File: src/asr_map.svh
// Constants for the static memory host controller
`ifndef ASR_MAP_SVH
`define ASR_MAP_SVH
`define ASR_ADDR_W        11
`define ASR_DATA_W        8
`define ASR_CLK_MHZ       10
// Times in ns, slowest grade
`define ASR_T_RC_NS       200
`define ASR_T_AC_NS       200
`define ASR_T_AS_NS       20
`define ASR_T_WP_NS       100
`define ASR_T_WR_NS       10
`define ASR_T_DH_NS       15
`define ASR_T_OTD_NS      60
// Cycle counts, least times rounded up
`define ASR_CYC(ns)       ((((ns) * `ASR_CLK_MHZ) + 999) / 1000)
`define ASR_RD_CYC        `ASR_CYC(`ASR_T_AC_NS)
`define ASR_AS_CYC        `ASR_CYC(`ASR_T_AS_NS)
`define ASR_WP_CYC        `ASR_CYC(`ASR_T_WP_NS)
`define ASR_WR_CYC        `ASR_CYC(`ASR_T_WR_NS)
`define ASR_TURN_CYC      `ASR_CYC(`ASR_T_OTD_NS)
`endif

File: src/asr_pkg.sv
// Types for the static memory host controller
`default_nettype none
`include "asr_map.svh"
package asr_pkg;
    typedef enum logic [2:0] {
        ST_IDLE  = 3'b000,
        ST_RSET  = 3'b001,
        ST_RWAIT = 3'b010,
        ST_WSET  = 3'b011,
        ST_WPULS = 3'b100,
        ST_WHOLD = 3'b101,
        ST_TURN  = 3'b110
    } asr_state_t;

    // Host request
    typedef struct packed {
        logic                    write;
        logic [`ASR_ADDR_W-1:0]  addr;
        logic [`ASR_DATA_W-1:0]  wdata;
    } asr_req_t;

    // Memory pins driven by the host
    typedef struct packed {
        logic                    chipSelN;
        logic                    writeStrobeN;
        logic                    outDriveN;
        logic [`ASR_ADDR_W-1:0]  addr;
        logic [`ASR_DATA_W-1:0]  dataOut;
        logic                    dataOeN;
    } asr_pins_t;
endpackage : asr_pkg
`default_nettype wire

File: src/asr_host.sv
// Host controller that drives the static memory pins
`timescale 1ns/1ps
`default_nettype none
`include "asr_map.svh"
module asr_host (
    input  wire logic                   sys_clk,
    input  wire logic                   reset,
    input  wire logic                   reqValid,
    output logic                        reqReady,
    input  wire asr_pkg::asr_req_t      req,
    output logic                        rdValid,
    output logic [`ASR_DATA_W-1:0]      rdData,
    output asr_pkg::asr_pins_t          pins,
    input  wire logic [`ASR_DATA_W-1:0] dataIn
);
    // Bus cycle, one line per rising edge after the request is taken
    // Each step is one 100 ns cycle
    //
    // Read
    //   Edge 0: select and drive-enable fall together, address set
    //   Edge 1: access timer running, host off the data bus
    //   Edge 2: access timer running
    //   Edge 3: timer has run out, move to the sample step
    //   Edge 4: word sampled, select and drive-enable rise together
    //   Edge 4: answer strobe raised with the sampled word
    //   Edge 5: answer strobe falls, device outputs turning off
    //   Edge 6: back to idle, ready again
    //
    // Write
    //   Edge 0: select falls, address and data driven, drive-enable high
    //   Edge 1: address settle timer running
    //   Edge 2: write strobe falls
    //   Edge 3: strobe pulse timer running
    //   Edge 4: write strobe rises; this edge ends the write
    //   Edge 5: data and address still held past the end
    //   Edge 6: select rises, data released, back to idle
    //
    // Margins with the slowest grade at one cycle per step
    //   Access: 400 ns from select to sample, 200 ns needed
    //   Settle: 200 ns of address before the strobe, 20 ns needed
    //   Pulse: 200 ns of strobe low, 100 ns needed
    //   Hold: 200 ns of data after the strobe rises, 15 ns needed
    //   Release: 300 ns or more from device release to host drive
    //   Cycle: 600 ns or more per read and per write
    //
    // Data bus ownership
    //   Host drives only in write steps, drive-enable held high
    //   Device drives only in read steps, host output off
    //   Nobody drives in idle or in the turn-round step
    //   Host drive waits for the turn-round, so no contention
    //
    // Request handshake
    //   Ready is high exactly in idle
    //   Taken on an edge where valid and ready are both high
    //   Fields copied at that edge; the requester may change them after
    //   Writes get no answer; reads get a one-cycle strobe and a word
    //   The word stays until the next read
    //
    // After reset
    //   Select, write strobe and drive-enable high, host output off
    //   Address and data zero, no answer pending
    //   Memory sees a deselected, idle bus from the first edge with reset held
    //   Ready from the first edge with reset held, though requests are taken only once reset is low
    //
    // States
    //   Idle: deselected, waiting for a request
    //   Read set: select and drive-enable low, access time running
    //   Read wait: sample the word and release the bus
    //   Write set: address settles before the strobe
    //   Write pulse: strobe low for the pulse width
    //   Write hold: data held after the strobe rises
    //   Turn: device outputs float before the next cycle
    //
    // Limitations and trade-offs
    //   Each phase costs one cycle over its count: timer loads on entry
    //   That keeps one small timer for all phases, at some speed cost
    //   One request in flight; a busy controller just holds ready low
    //   Data bus taken as synchronous, no retiming stage
    //   An unknown state code falls back to idle, pins unchanged

    // All registered state of the controller in one word
    typedef struct packed {
        // Phase of the current bus cycle
        asr_pkg::asr_state_t     state;
        // Memory pins, registered so they never glitch
        asr_pkg::asr_pins_t      pins;
        // One-cycle read answer strobe
        logic                    rdValid;
        // Last word read, held until the next read
        logic [`ASR_DATA_W-1:0]  rdData;
    } asr_host_t;

    // Registered state and its next value
    asr_host_t st_q;
    asr_host_t st_d;
    logic       tLoad;   // Phase timer reload
    logic [3:0] tCount;  // Phase length in cycles, less one
    logic       tDone;   // Phase elapsed

    // Shared phase timer
    // Only one phase runs at a time, so one timer serves them all
    asr_timer u_timer (
        .sys_clk (sys_clk),
        .reset   (reset),
        .load    (tLoad),
        .count   (tCount),
        .done    (tDone)
    );

    // Accept only when idle and the bus has settled
    // Combinational, so a request raised in idle is taken on the very
    // next edge without a wasted cycle
    assign reqReady = (st_q.state == asr_pkg::ST_IDLE);

    // Next-state logic
    // Defaults hold every register; the answer strobe drops each cycle
    // Timer reload is raised only on the edge that enters a phase
    always_comb begin
        st_d         = st_q;
        tLoad        = 1'b0;
        tCount       = 4'h0;
        st_d.rdValid = 1'b0;
        case (st_q.state)
            asr_pkg::ST_IDLE: begin
                // Chip deselected, all strobes high, host floats
                if (reqValid) begin
                    st_d.pins.addr = req.addr;
                    tLoad          = 1'b1;
                    if (req.write) begin
                        // Host drives data now, device floats with drive-enable high
                        st_d.pins.dataOut  = req.wdata;
                        st_d.pins.dataOeN  = 1'b0;
                        st_d.pins.outDriveN = 1'b1;
                        st_d.pins.chipSelN = 1'b0;
                        tCount             = 4'(`ASR_AS_CYC);
                        st_d.state         = asr_pkg::ST_WSET;
                    end else begin
                        // Select and enable together, host stays off bus
                        st_d.pins.dataOeN   = 1'b1;
                        st_d.pins.chipSelN  = 1'b0;
                        st_d.pins.outDriveN = 1'b0;
                        tCount              = 4'(`ASR_RD_CYC);
                        st_d.state          = asr_pkg::ST_RSET;
                    end
                end
            end
            asr_pkg::ST_RSET: begin
                // Wait out access time with write strobe high
                if (tDone) begin
                    st_d.state = asr_pkg::ST_RWAIT;
                end
            end
            asr_pkg::ST_RWAIT: begin
                // Sample then release select and enable together
                st_d.rdData         = dataIn;
                st_d.rdValid        = 1'b1;
                st_d.pins.chipSelN  = 1'b1;
                st_d.pins.outDriveN = 1'b1;
                tLoad               = 1'b1;
                tCount              = 4'(`ASR_TURN_CYC);
                st_d.state          = asr_pkg::ST_TURN;
            end
            asr_pkg::ST_WSET: begin
                // Address settle, then open the strobe
                if (tDone) begin
                    st_d.pins.writeStrobeN = 1'b0;
                    tLoad                  = 1'b1;
                    tCount                 = 4'(`ASR_WP_CYC);
                    st_d.state             = asr_pkg::ST_WPULS;
                end
            end
            asr_pkg::ST_WPULS: begin
                // Strobe rises first, ending the write
                if (tDone) begin
                    st_d.pins.writeStrobeN = 1'b1;
                    tLoad                  = 1'b1;
                    tCount                 = 4'(`ASR_WR_CYC);
                    st_d.state             = asr_pkg::ST_WHOLD;
                end
            end
            asr_pkg::ST_WHOLD: begin
                // Data and address held past the end of write
                if (tDone) begin
                    st_d.pins.chipSelN = 1'b1;
                    st_d.pins.dataOeN  = 1'b1;
                    st_d.state         = asr_pkg::ST_IDLE;
                end
            end
            asr_pkg::ST_TURN: begin
                // Let device outputs float before next cycle
                if (tDone) begin
                    st_d.state = asr_pkg::ST_IDLE;
                end
            end
            default: begin
                st_d.state = asr_pkg::ST_IDLE;
            end
        endcase
    end

    // Register all state; reset deselects the memory
    // Reset is synchronous: pins keep their last values until the
    // first edge with reset high, then take the idle levels
    always_ff @(posedge sys_clk) begin
        if (reset) begin
            st_q                   <= '0;
            st_q.state             <= asr_pkg::ST_IDLE;
            st_q.pins.chipSelN     <= 1'b1;
            st_q.pins.writeStrobeN <= 1'b1;
            st_q.pins.outDriveN    <= 1'b1;
            st_q.pins.dataOeN      <= 1'b1;
        end else begin
            st_q <= st_d;
        end
    end

    // Outputs come straight from flip-flops, with no logic between,
    // so the memory strobes cannot glitch between edges
    assign pins    = st_q.pins;
    assign rdValid = st_q.rdValid;
    assign rdData  = st_q.rdData;
endmodule : asr_host
`default_nettype wire

File: src/asr_timer.sv
// Down counter that times each bus phase
`timescale 1ns/1ps
`default_nettype none
module asr_timer (
    input  wire logic       sys_clk,
    input  wire logic       reset,
    input  wire logic       load,
    input  wire logic [3:0] count,
    output logic            done
);
    typedef struct packed {
        logic [3:0] cnt;
    } asr_tmr_t;

    asr_tmr_t st_q;
    asr_tmr_t st_d;

    // Reload or count towards zero
    always_comb begin
        st_d = st_q;
        if (load) begin
            st_d.cnt = count;
        end else if (st_q.cnt != 4'h0) begin
            st_d.cnt = st_q.cnt - 4'h1;
        end
    end

    always_ff @(posedge sys_clk) begin
        if (reset) begin
            st_q <= '0;
        end else begin
            st_q <= st_d;
        end
    end

    // Done once the count has run out; load stays out of this term,
    // since the controller loads on done and that would close a loop
    assign done = (st_q.cnt == 4'h0);
endmodule : asr_timer
`default_nettype wire

File: config.mk
export PLATFORM = sky130hd
export DESIGN_NAME = asr_host
export DESIGN_NICKNAME = d
export VERILOG_FILES = /design/src/asr_pkg.sv /design/src/asr_host.sv /design/src/asr_timer.sv
export VERILOG_INCLUDE_DIRS = /design/src
export SDC_FILE = /design/constraint.sdc
export NUM_CORES = 1
export LEC_CHECK = 0
export BUFFER_PORTS_ARGS = -buffer_cell sky130_fd_sc_hd__buf_4
export CORE_ASPECT_RATIO = 1.75
export CORE_MARGIN = 1.5
export CORE_UTILIZATION = 40
export DETAILED_ROUTE_END_ITERATION = 7
export PLACE_DENSITY = 0.67
export SLEW_MARGIN = 20
export SYNTH_ARGS = -nofsm -noshare
export SYNTH_HDL_FRONTEND = slang
export SYNTH_SLANG_ARGS = --single-unit
File: constraint.sdc
create_clock -name sys_clk -period 2.55 [get_ports sys_clk]
set_clock_uncertainty 0.2 [all_clocks]
set_input_delay 0.1275 -clock sys_clk [delete_from_list [all_inputs] [get_ports sys_clk]]
set_output_delay 0.1275 -clock sys_clk [all_outputs]
set_load 0.03 [all_outputs]
; ---- Yosys cells after proc, flatten, opt, wreduce, memory -nomap -nowiden
; Index checks and enable logic that the tools add are counted.
[word_totals]
ramBits = 0
input_bits = 31
mem_count = 0
ff_bits = 39
latch_bits = 0
mem_bits_ro = 0
out_inout_bits = 33
[op_classes]
n_mul = 0
add_sub_neg = 1
n_eq_ne = 12
n_mux = 28
n_bitwise = 0
n_div = 0
n_reduce_logical = 16
order_cmp = 0
shift = 0
[op_table]
columns = cell, count
row1 = $mux W21, 1
row2 = $pmux W3 S7, 1
row3 = $mux W4, 5
row4 = $mux W3, 5
row5 = $ne A2 B2 Y1 const B, 6
row6 = $pmux W4 S3, 1
row7 = $reduce_and A3 Y1, 4
row8 = $eq A3 B3 Y1 const B, 3
row9 = $mux W9, 1
row10 = $mux W8, 1
row11 = $reduce_bool A2 Y1, 4
row12 = $mux W1, 7
row13 = $eq A3 B2 Y1 const B, 2
row14 = $pmux W1 S2, 3
row15 = $pmux W1 S3, 2
row16 = $reduce_and A6 Y1, 1
row17 = $logic_not A4 Y1, 1
row18 = $reduce_and A2 Y1, 2
row19 = $reduce_bool A4 Y1, 1
row20 = $sub A4 B1 Y4 const B, 1
row21 = $eq A3 B1 Y1 const B, 1
row22 = $logic_not A3 Y1, 1
row23 = $reduce_bool A3 Y1, 1
row24 = $mux W2, 1
row25 = $reduce_or A2 Y1, 1

; ---- Depth between registers and ports, before layout
; Gate-level depths: netlist (run 1).
[logic_depth]
ltp_word = 4
ltp_mapped = 7
depth_no_buf = 6

; ---- Hierarchy
; A second synthesis (run 1) with hierarchy kept.
[unflattened]
hier_cells = 210
area_unflattened_um2 = 1825.5
[by_module_without_submodules]
columns = mod, n_inst, area_each_um2, cells_per_inst
row1 = asr_host, 1, 1596.5, 186
row2 = asr_timer, 1, 229.0, 24

; ---- Worst setup path before layout (run 1)
; OpenSTA, ideal clock, no wires.
[synth_path]
path_kind = register -> register
startpoint = register u_timer.st_q[0] in the netlist's numbering
endpoint = register u_timer.st_q[1] in the netlist's numbering
arrival_time_ns = 1.500
setup_slack_ns = 0.723
t_required_ns = 2.223
setup_ns = 0.127
stages_incl_launch_ff = 7
path_cell_list = dfxtp_1 > inv_1 > ha_1 > or3b_4 > a221o_1 > a31oi_1 > nor3_2
[synth_via]
elab_chain_cells = 4
[synth_rtl]
columns = element, line_no
row1 = start: declaration, asr_timer.sv:15  ; asr_tmr_t st_q;
row2 = start signal: assignment, asr_timer.sv:32  ; st_q <= st_d;
row3 = branches (longest 4 deep; another with $sub A4 B1 Y4), -
; Parallel ways; which one is timed is not known. The select of a mux whose other input is x is not followed.
; A chain may end at the register's enable or synchronous reset.

; ---- Final worst setup path (run 1)
[layout_path]
startpoint = register st_q[32] in the netlist's numbering
endpoint = register pins[20] (netlist name)
[layout_via]
elab_chain_cells = 3
[layout_rtl]
columns = element, line_no
row1 = start: declaration, asr_host.sv:94  ; asr_host_t st_q;
row2 = start signal: assignment, asr_host.sv:213  ; st_q <= st_d;
row3 = $eq A3 B2 Y1 or $logic_not A3 Y1 (tied branches), asr_host.sv:123  ; case (st_q.state)
row4 = $reduce_bool A2 Y1 (no line) or $ne A2 B2 Y1 (tied branches), -
row5 = $reduce_and A2 Y1 (no line), -
; Parallel ways exist; a longest one is shown, timed or not.

==> results of run 1 <==
==> cells by family (layout without fill, tap and decap cells) <==
logic type,count (synthesis),after routing,share of synthesized area (%)
AO/OA/AOI/OAI,47,47,15.1
XOR/XNOR,2,2,0.960
AND/OR/NAND/NOR,94,94,23.5
flip-flops,39,39,42.8
adder cells (fa/ha/maj),1,1,0.686
buffers and inverters,47,102,17.0
==> sequential cells by signal, summed over array words and instances (netlist names) <==
name          cells
rdValid           1
st_q              3
u_timer.st_q      4
rdData            8
pins             23
==> cells in the mapped netlist, drive strengths merged <==
| library cell | instances |
|---|---|
| nand2 | 61 |
| buf | 40 |
| dfxtp | 39 |
| a21oi | 33 |
| nor2 | 12 |
| nand2b | 5 |
| nor3 | 5 |
| clkbuf | 4 |
| a211o | 3 |
| inv | 3 |
| nand3 | 3 |
| nor4 | 2 |
| o21ai | 2 |
| xnor2 | 2 |
| a21o | 1 |
| a221o | 1 |
| a31oi | 1 |
| a32oi | 1 |
| a41oi | 1 |
| and2 | 1 |
| and3 | 1 |
| ha | 1 |
| nor3b | 1 |
| nor4b | 1 |
| o211ai | 1 |
| o21bai | 1 |
| o311ai | 1 |
| o31a | 1 |
| or3b | 1 |
| or4b | 1 |
==> layer usage <==
layer | GRT usage, % | vias up | part of all wire (%)
met5 | 0 | - | 0
met4 | 6.67 | 0 | 1.3
li1 | - | 838 | -
met1 | 20.0 | 726 | 40
met2 | 30.3 | 38 | 54
met3 | 4.35 | 4 | 4.9
==> worst max-delay path, cell delays in order, from the launching register on <==
cell and delay [ns]:
dfxtp_1 0.46, or4b_1 0.84, a211o_1 0.38
==> worst min path at each step <==
stage                    from                      to  cells after the start
finish                req[19]    pins[0]$_SDFFE_PP1P_                      3
global route          req[19]    pins[0]$_SDFFE_PP1P_                      3
CTS                   req[19]    pins[0]$_SDFFE_PP1P_                      3
detailed placement     req[2]    pins[3]$_SDFFE_PP0P_                      3
global placement    dataIn[1]  rdData[1]$_SDFFE_PP0P_                      3
floorplan              req[9]   pins[10]$_SDFFE_PP0P_                      2
==> cells in the final DEF, fill, tap and decap left out, drive strengths merged, types with 2 or more instances in the layout <==
| cell type | count |
|---|---|
| nand2 | 61 |
| a211o | 3 |
| nor3 | 5 |
| xnor2 | 2 |
| nand3 | 3 |
| o21ai | 2 |
| nor4 | 2 |
| buf | 65 |
| inv | 3 |
| a21oi | 33 |
| dfxtp | 39 |
| nand2b | 5 |
| dlygate4sd3 | 27 |
| clkbuf | 6 |
| nor2 | 12 |
==> metrics by stage <==
stage               setup slack [ns]  cells  instance area (µm²)  hold slack, ns
floorplan                      0.723    230                 1820          0.0635
global placement               0.588    302                 2080           0.174
detailed placement             0.561    302                 2080           0.186
CTS                            0.550    336                 2450         0.00705
global route                   0.415    336                 2450          0.0222
finish                         0.564    336                 2450          0.0164
==> cell type report <==
type / count / area (µm²) / area share [%]
clock buffers: 6 / 72.6 / 2.96
clock inverters: 1 / 30.0 / 1.23
inverters: 3 / 11.3 / 0.460
multi-input cells: 144 / 733 / 29.9
flip-flops and latches: 39 / 781 / 31.9
well taps: 51 / 63.8 / 2.60
repair buffers: 92 / 758 / 30.9
==> power breakdown <==
part	internal (W)	switching (W)
sequential	0.000772	0.000169
clock	0.000287	0.000196
combinational	0.000520	0.000737
==> timing repair <==
item / CTS / global route
endpoints found under the hold margin: 27 / 0
hold buffers: 27 / 0
endpoints found under the setup margin: 0 / 0
==> impl_metrics.ini, run 1 <==
[outcome]
outcome = finished clean

[routing]
drtPass1Iterations = 4
drt-total-wl_um = 4100
wl_per_cell_um = 12.2
drtAntennaViolNets = 0
vias = 1606
route.detailed.drc = 0
drt-vias-per-instance = 4.78
drt_first_iter_violations = 22

[die]
dieWidth_um = 54.1
core_region_area_um2 = 4400
dieArea_um2 = 4990
start_util_pct = 41.4
fp.dieH_um = 92.3
num_io_pins = 64
rows = 32

[grt]
grt_pass1_vias = 1455
grt_pass1_wl_um = 6540
track_usage_pct = 17.6
grt_max_degree = 37
antenna_found_initial = 0
overflow = 0

[yosys]
seq_area_frac_synth_pct = 42.8
synth_nets = 262
syn_avg_cell_area_um2 = 7.93
syn_inst = 230
yosys.cell_types.count = 33
yosys.area.top_type = dfxtp_1
synth_area_leaders = dfxtp_1, buf_4, nand2_1
synth_area_um2 = 1820
ys_ff_latch = 39
yosysWarnings = 0
synth_top_area_share_pct = 42.8

[clock_tree]
path_clk_slew_ns = 0.07
tritoncts = done
ctsResizeCount = 0
post_cts_buffers = 0
clock_tree.buffer_depth = 2
clkSinkCount = 39
root_buffer = clkbuf_8
clk_latency_ns = 0.28
cts_buffers = 5
h-tree-depth = 2

[critical_path]
critPathCaptureType = flip-flop
cp.required_ns = 2.52
startpoint_type = flip-flop
critPathKind = reg -> reg
arrival_ns = 1.96
reg2regPathDepth = 2
r2r_end = pins[20]$_SDFFE_PP1P_
crit_start = st_q[32]$_SDFFE_PP0P_
r2r_slack_ns = 0.56
path_max_fanout = 16
r2r-start = st_q[32]$_SDFFE_PP0P_
critPathCapture = pins[20]$_SDFFE_PP1P_

[flow_run]
drv_cap = 0

[place]
hpwlAfterDp_um = 2760
routabilityCongestion = 0.826
io_buffers = 63

[timing]
worstMarginPinSlew_ns = 0.598
period_minus_slack_ns = 1.99
max_slew_margin_pct = 60.0
drv_slew = 0
finalCritPeriodShare_pct = 77.9
setup_viol_count_final = 0
hold_viol_final = 0
fmax_mhz = 504
setup_tns_ns = 0
rsz0062_at_grt = no

[pwr]
p_leak_nw = 1.04
ir_drop_v = 0.000655
p_per_area_nw_per_um2 = 1090
total_power_w = 0.00268

[final_layout]
area_growth_pct = 34.3
nFillCells = 433
layout-drive-gt1-share_pct = 26.0
utilization_pct = 55.6
insertedDiodeCount = 0
nNetsFinal = 317

[worst_hold_path]
hp-class = in -> reg
No activity file was read; power rests on OpenSTA's default activity.
==> run 2: changes to the inputs <==
- PLACE_DENSITY: 0.67 -> 0.7
- clock period: 2.55 -> 1.6 ns (I/O delays scaled with it)
==> run 2 against run 1 <==
- the run now ends with negative setup slack left
- final area rose by 17%
- register-to-register slack got worse by 0.77 ns
- cell count is 9.2% higher
- total power up 100%
- largest cell class is now non-clock buffers
==> impl_metrics.ini, run 2 (synthesis gave the netlist of run 1 again) <==
[clock_tree]
path_clk_slew_ns = 0.08
cts_buffers = 5
clkSinkCount = 39
clk_latency_ns = 0.29
h-tree-depth = 2
tritoncts = done
clock_tree.buffer_depth = 2
root_buffer = clkbuf_8

[routing]
vias = 1784
route.detailed.drc = 0
wl_per_cell_um = 12.5
dr_wl_met2_um = 2650
drt_first_iter_violations = 26
routed.top_layer = met4
m1WireLength_um = 1670
drtAntennaViolNets = 0
drt-total-wl_um = 4580
dr_wl_met3_um = 167
drt-vias-per-instance = 4.86
drtPass1Iterations = 4

[worst_hold_path]
worstHoldEndpoint = pins[0]$_SDFFE_PP1P_
worstHoldPathCells = 4
worstHoldStart = reqValid
hp-class = in -> reg

[pwr]
p_per_area_nw_per_um2 = 1910
ir_drop_v = 0.00129
total_power_w = 0.00547
p_leak_nw = 1.23

[die]
core_region_area_um2 = 4400
rows = 32
fp.dieH_um = 92.3
dieArea_um2 = 4990
dieWidth_um = 54.1
num_io_pins = 64
start_util_pct = 41.4

[grt]
grt_max_degree = 23
track_usage_pct = 19.5
overflow = 0
grt_pass1_vias = 1756
antenna_found_initial = 0
grt_pass1_wl_um = 7250

[critical_path]
crit_start = u_timer.st_q[1]$_SDFFE_PP0P_
path_max_fanout = 2
critPathCaptureType = flip-flop
r2r_slack_ns = -0.20
critPathKind = reg -> reg
r2r_end = u_timer.st_q[0]$_SDFFE_PP0P_
reg2regPathDepth = 6
arrival_ns = 1.77
r2r-start = u_timer.st_q[1]$_SDFFE_PP0P_
cp.required_ns = 1.56
startpoint_type = flip-flop

[final_layout]
largest_reg_flops = 23
utilization_pct = 65.1
layout-drive-gt1-share_pct = 41.1
insertedDiodeCount = 0
final_common_cell = buf_4
most-common-layout-cells = buf_4, nand2_1, dfxtp_1, a21oi_1, dlygate4sd3_1
top_register = pins
area_growth_pct = 57.3
nFillCells = 377
fin_cells = 367
nNetsFinal = 347

[place]
io_buffers = 63
hpwlAfterDp_um = 2970
routabilityCongestion = 0.842
placedCellCount = 324
dp_slack_ns = -0.223

[timing]
hold_viol_final = 0
finalCritPeriodShare_pct = 113
rsz0062_at_grt = yes
worstMarginPinSlew_ns = 0.450
drv_slew = 0
setup_viol_count_final = 8
max_slew_margin_pct = 69.7
period_minus_slack_ns = 1.80
fmax_mhz = 554
worst_slack_ns = -0.205

[outcome]
violations = negative setup slack
outcome = finished, violations left

[flow_run]
drv_cap = 0
==> run 2: cell types whose count changed in the layout (fill, tap and decap cells not counted), sizes merged <==
cell / previous run / this run
buf: 65 / 93
dlygate4sd3: 27 / 29
bufinv: 1 / 2
clkbuf: 6 / 5
clkinvlp: 0 / 1
==> run 2: worst max-delay path: stages, from the launching register on <==
cell,delay [ns]
dfxtp_2,0.33
inv_2,0.06
ha_4,0.13
or3b_4,0.38
a221o_1,0.34
o211ai_1,0.10
a41oi_1,0.13
==> run 2: final cells by class <==
| type | instances | area [µm²] | share of cell area [%] |
|---|---|---|---|
| clock buffers | 5 | 68.8 | 2.40 |
| clock inverters | 3 | 67.6 | 2.35 |
| inverters | 3 | 11.3 | 0.392 |
| multi-input cells | 144 | 862 | 30.0 |
| flip-flops and latches | 39 | 785 | 27.3 |
| well taps | 51 | 63.8 | 2.22 |
| repair buffers | 122 | 1010 | 35.2 |
==> run 2: repair_timing <==
action | CTS | global route
hold buffers | 29 | 0
pin swaps | 3 | 13
gates resized for setup | 7 | 28
endpoints found under the hold margin | 34 | 0
setup buffers | 2 | 5
setup endpoints to repair | 16 | 33
==> run 2: worst max path at each step <==
stage	endpoint	slack, ns
4_1_cts	u_timer.st_q[0]$_SDFFE_PP0P_	-0.20
3_5_place_dp	u_timer.st_q[1]$_SDFFE_PP0P_	-0.22
6_report	u_timer.st_q[0]$_SDFFE_PP0P_	-0.20
3_3_place_gp	u_timer.st_q[1]$_SDFFE_PP0P_	-0.17
2_1_floorplan	u_timer.st_q[1]$_SDFFE_PP0P_	-0.17
5_1_grt	st_q[32]$_SDFFE_PP0P_	-0.25
==> run 2: through the flow <==
stage | setup TNS [ns] | instance area [µm²] | hold WS (ns)
2_1_floorplan | -0.295 | 1840 | 0.0160
3_3_place_gp | -0.587 | 2270 | 0.128
3_5_place_dp | -0.669 | 2270 | 0.139
4_1_cts | -0.581 | 2740 | 0.0323
5_1_grt | -1.42 | 2870 | 0.0657
6_report | -0.702 | 2870 | 0.0436
==> run 2: where the power goes <==
part / total [W] / switching [W] / internal, W / leakage (nW)
clock: 0.000975 / 0.000353 / 0.000622 / 0.0644
combinational: 0.00310 / 0.00163 / 0.00147 / 0.844
sequential: 0.00139 / 0.000158 / 0.00124 / 0.320
==> run 2: per-layer routing <==
layer	vias up	track usage, %
met5	-	0
met4	0	8.96
met3	9	3.39
met2	42	37.5
met1	836	18.2
li1	897	-
==> run 3: changes to the inputs <==
- CORE_UTILIZATION: 40 -> 44
- PLACE_DENSITY: 0.7 -> 0.76
==> run 3 against run 2 <==
- the flow still finishes with violations (negative setup slack)
- sequential share of layout area decreased by 0.33 points
- setup slack got worse by 0.013 ns
- cell count decreased by 0.82%
- critical endpoint unchanged
- total power increased by 2.1%
- final area increased by 1.2%
- worst hold slack improved by 0.014 ns
- wire length increased by 13%
- global-route usage increased by 1.5 points
- fmax decreased by 0.72%
- first-iteration DRC count increased by 58%
- register-to-register slack about the same
==> impl_metrics.ini, run 3 (synthesis gave the netlist of run 1 again) <==
[place]
dp_slack_ns = -0.236
hpwlAfterDp_um = 2850
io_buffers = 63
routabilityCongestion = 0.808

[die]
rows = 30
fp.dieH_um = 88.2
dieArea_um2 = 4560
num_io_pins = 64
dieWidth_um = 51.7
core_region_area_um2 = 3940
start_util_pct = 46.3

[final_layout]
nNetsFinal = 347
utilization_pct = 73.7
insertedDiodeCount = 0
area_growth_pct = 59.2
top_register = pins
largest_reg_flops = 23
most-common-layout-cells = buf_4, nand2_1, dfxtp_1, a21oi_1, dlygate4sd3_1
layout-drive-gt1-share_pct = 41.1
final_common_cell = buf_4

[routing]
drt_first_iter_violations = 41
drt-total-wl_um = 5160
drt-vias-per-instance = 5.04
drtAntennaViolNets = 0
wl_per_cell_um = 14.2
drtPass1Iterations = 4
route.detailed.drc = 0
vias = 1836

[worst_hold_path]
worstHoldPathCells = 4
worstHoldStart = reqValid
hp-class = in -> reg
worstHoldEndpoint = st_q[32]$_SDFFE_PP0P_

[critical_path]
r2r_slack_ns = -0.22
startpoint_type = flip-flop
reg2regPathDepth = 6
arrival_ns = 1.78
cp.required_ns = 1.56
r2r_end = u_timer.st_q[0]$_SDFFE_PP0P_
path_max_fanout = 2
critPathKind = reg -> reg
r2r-start = u_timer.st_q[1]$_SDFFE_PP0P_
critPathCaptureType = flip-flop
crit_start = u_timer.st_q[1]$_SDFFE_PP0P_

[pwr]
p_leak_nw = 1.24
ir_drop_v = 0.00190
p_per_area_nw_per_um2 = 1920

[timing]
hold_viol_final = 0
drv_slew = 0
worst_slack_ns = -0.218
fmax_mhz = 550
finalCritPeriodShare_pct = 114
max_slew_margin_pct = 72.4
rsz0062_at_grt = yes
worstMarginPinSlew_ns = 0.414
period_minus_slack_ns = 1.82
setup_viol_count_final = 10

[clock_tree]
path_clk_slew_ns = 0.08
tritoncts = done
h-tree-depth = 2
clkSinkCount = 39
clock_tree.buffer_depth = 2
clk_latency_ns = 0.28
cts_buffers = 5
root_buffer = clkbuf_8

[grt]
antenna_found_initial = 0
overflow = 0
track_usage_pct = 21.0
grt_max_degree = 37
grt_pass1_wl_um = 7220
grt_pass1_vias = 1663

[outcome]
violations = negative setup slack
outcome = finished, violations left

[flow_run]
drv_cap = 0
-- run 3: cell types whose count changed in the layout (fill, tap and decap cells not counted), sizes merged --
cell      delta
buf          -1
bufinv       -2
clkbuf       +4
clkinvlp     -1
-- run 3: how the worst max path moves through the flow --
stage / endpoint
global route: u_timer.st_q[0]$_SDFFE_PP0P_
global placement: u_timer.st_q[1]$_SDFFE_PP0P_
finish: u_timer.st_q[0]$_SDFFE_PP0P_
detailed placement: u_timer.st_q[1]$_SDFFE_PP0P_
floorplan: u_timer.st_q[1]$_SDFFE_PP0P_
CTS: u_timer.st_q[1]$_SDFFE_PP0P_
-- run 3: area by class of cell --
cell class | count | area, µm²
repair buffers | 122 | 1060
inverters | 3 | 11.3
fillers | 290 | 1040
multi-input cells | 144 | 892
clock buffers | 8 | 100
well taps | 48 | 60.1
flip-flops and latches | 39 | 785
-- run 3: where the power goes --
part           switching (W)  internal [W]  total, W
Combinational        0.00181       0.00165   0.00346
Clock               0.000326      0.000393  0.000720
Sequential          0.000167       0.00124   0.00140
-- run 3: metal layers --
| layer | part of all wire [%] | global-route usage [%] | vias up |
|---|---|---|---|
| met3 | 3.2 | 3.92 | 8 |
| met2 | 58 | 40.9 | 54 |
| met5 | 0 | 0 | - |
| met4 | 1.2 | 8.37 | 0 |
| li1 | - | - | 904 |
| met1 | 37 | 20.9 | 870 |
-- run 3: stage by stage --
stage	TNS (ns)	total power, W	cell area (µm²)	instances	hold WS, ns
6_report	-1.06	0.00558	2900	364	0.0572
5_1_grt	-2.20	0.00591	2900	364	0.0811
3_5_place_dp	-0.892	0.00384	2220	317	0.137
3_3_place_gp	-0.626	0.00378	2220	317	0.128
2_1_floorplan	-0.295	0.00317	1840	230	0.0160
4_1_cts	-0.580	0.00490	2690	358	0.0330
-- run 3: timing repair --
| action | in CTS | in global routing |
|---|---|---|
| endpoints found under the setup margin | 19 | 34 |
| pin swaps | 6 | 11 |
| hold buffers | 29 | 0 |
| buffers inserted | 4 | 4 |
| resized for setup | 11 | 37 |
| hold endpoints to repair | 30 | 0 |
| gates cloned | 0 | 2 |
-- run 3: worst max-delay path: stages (launching register included) --
cell and delay, ns:
dfxtp_2 0.34, inv_2 0.07, ha_4 0.13, or3b_4 0.38
a221o_1 0.36, o211ai_1 0.10, a41oi_1 0.12
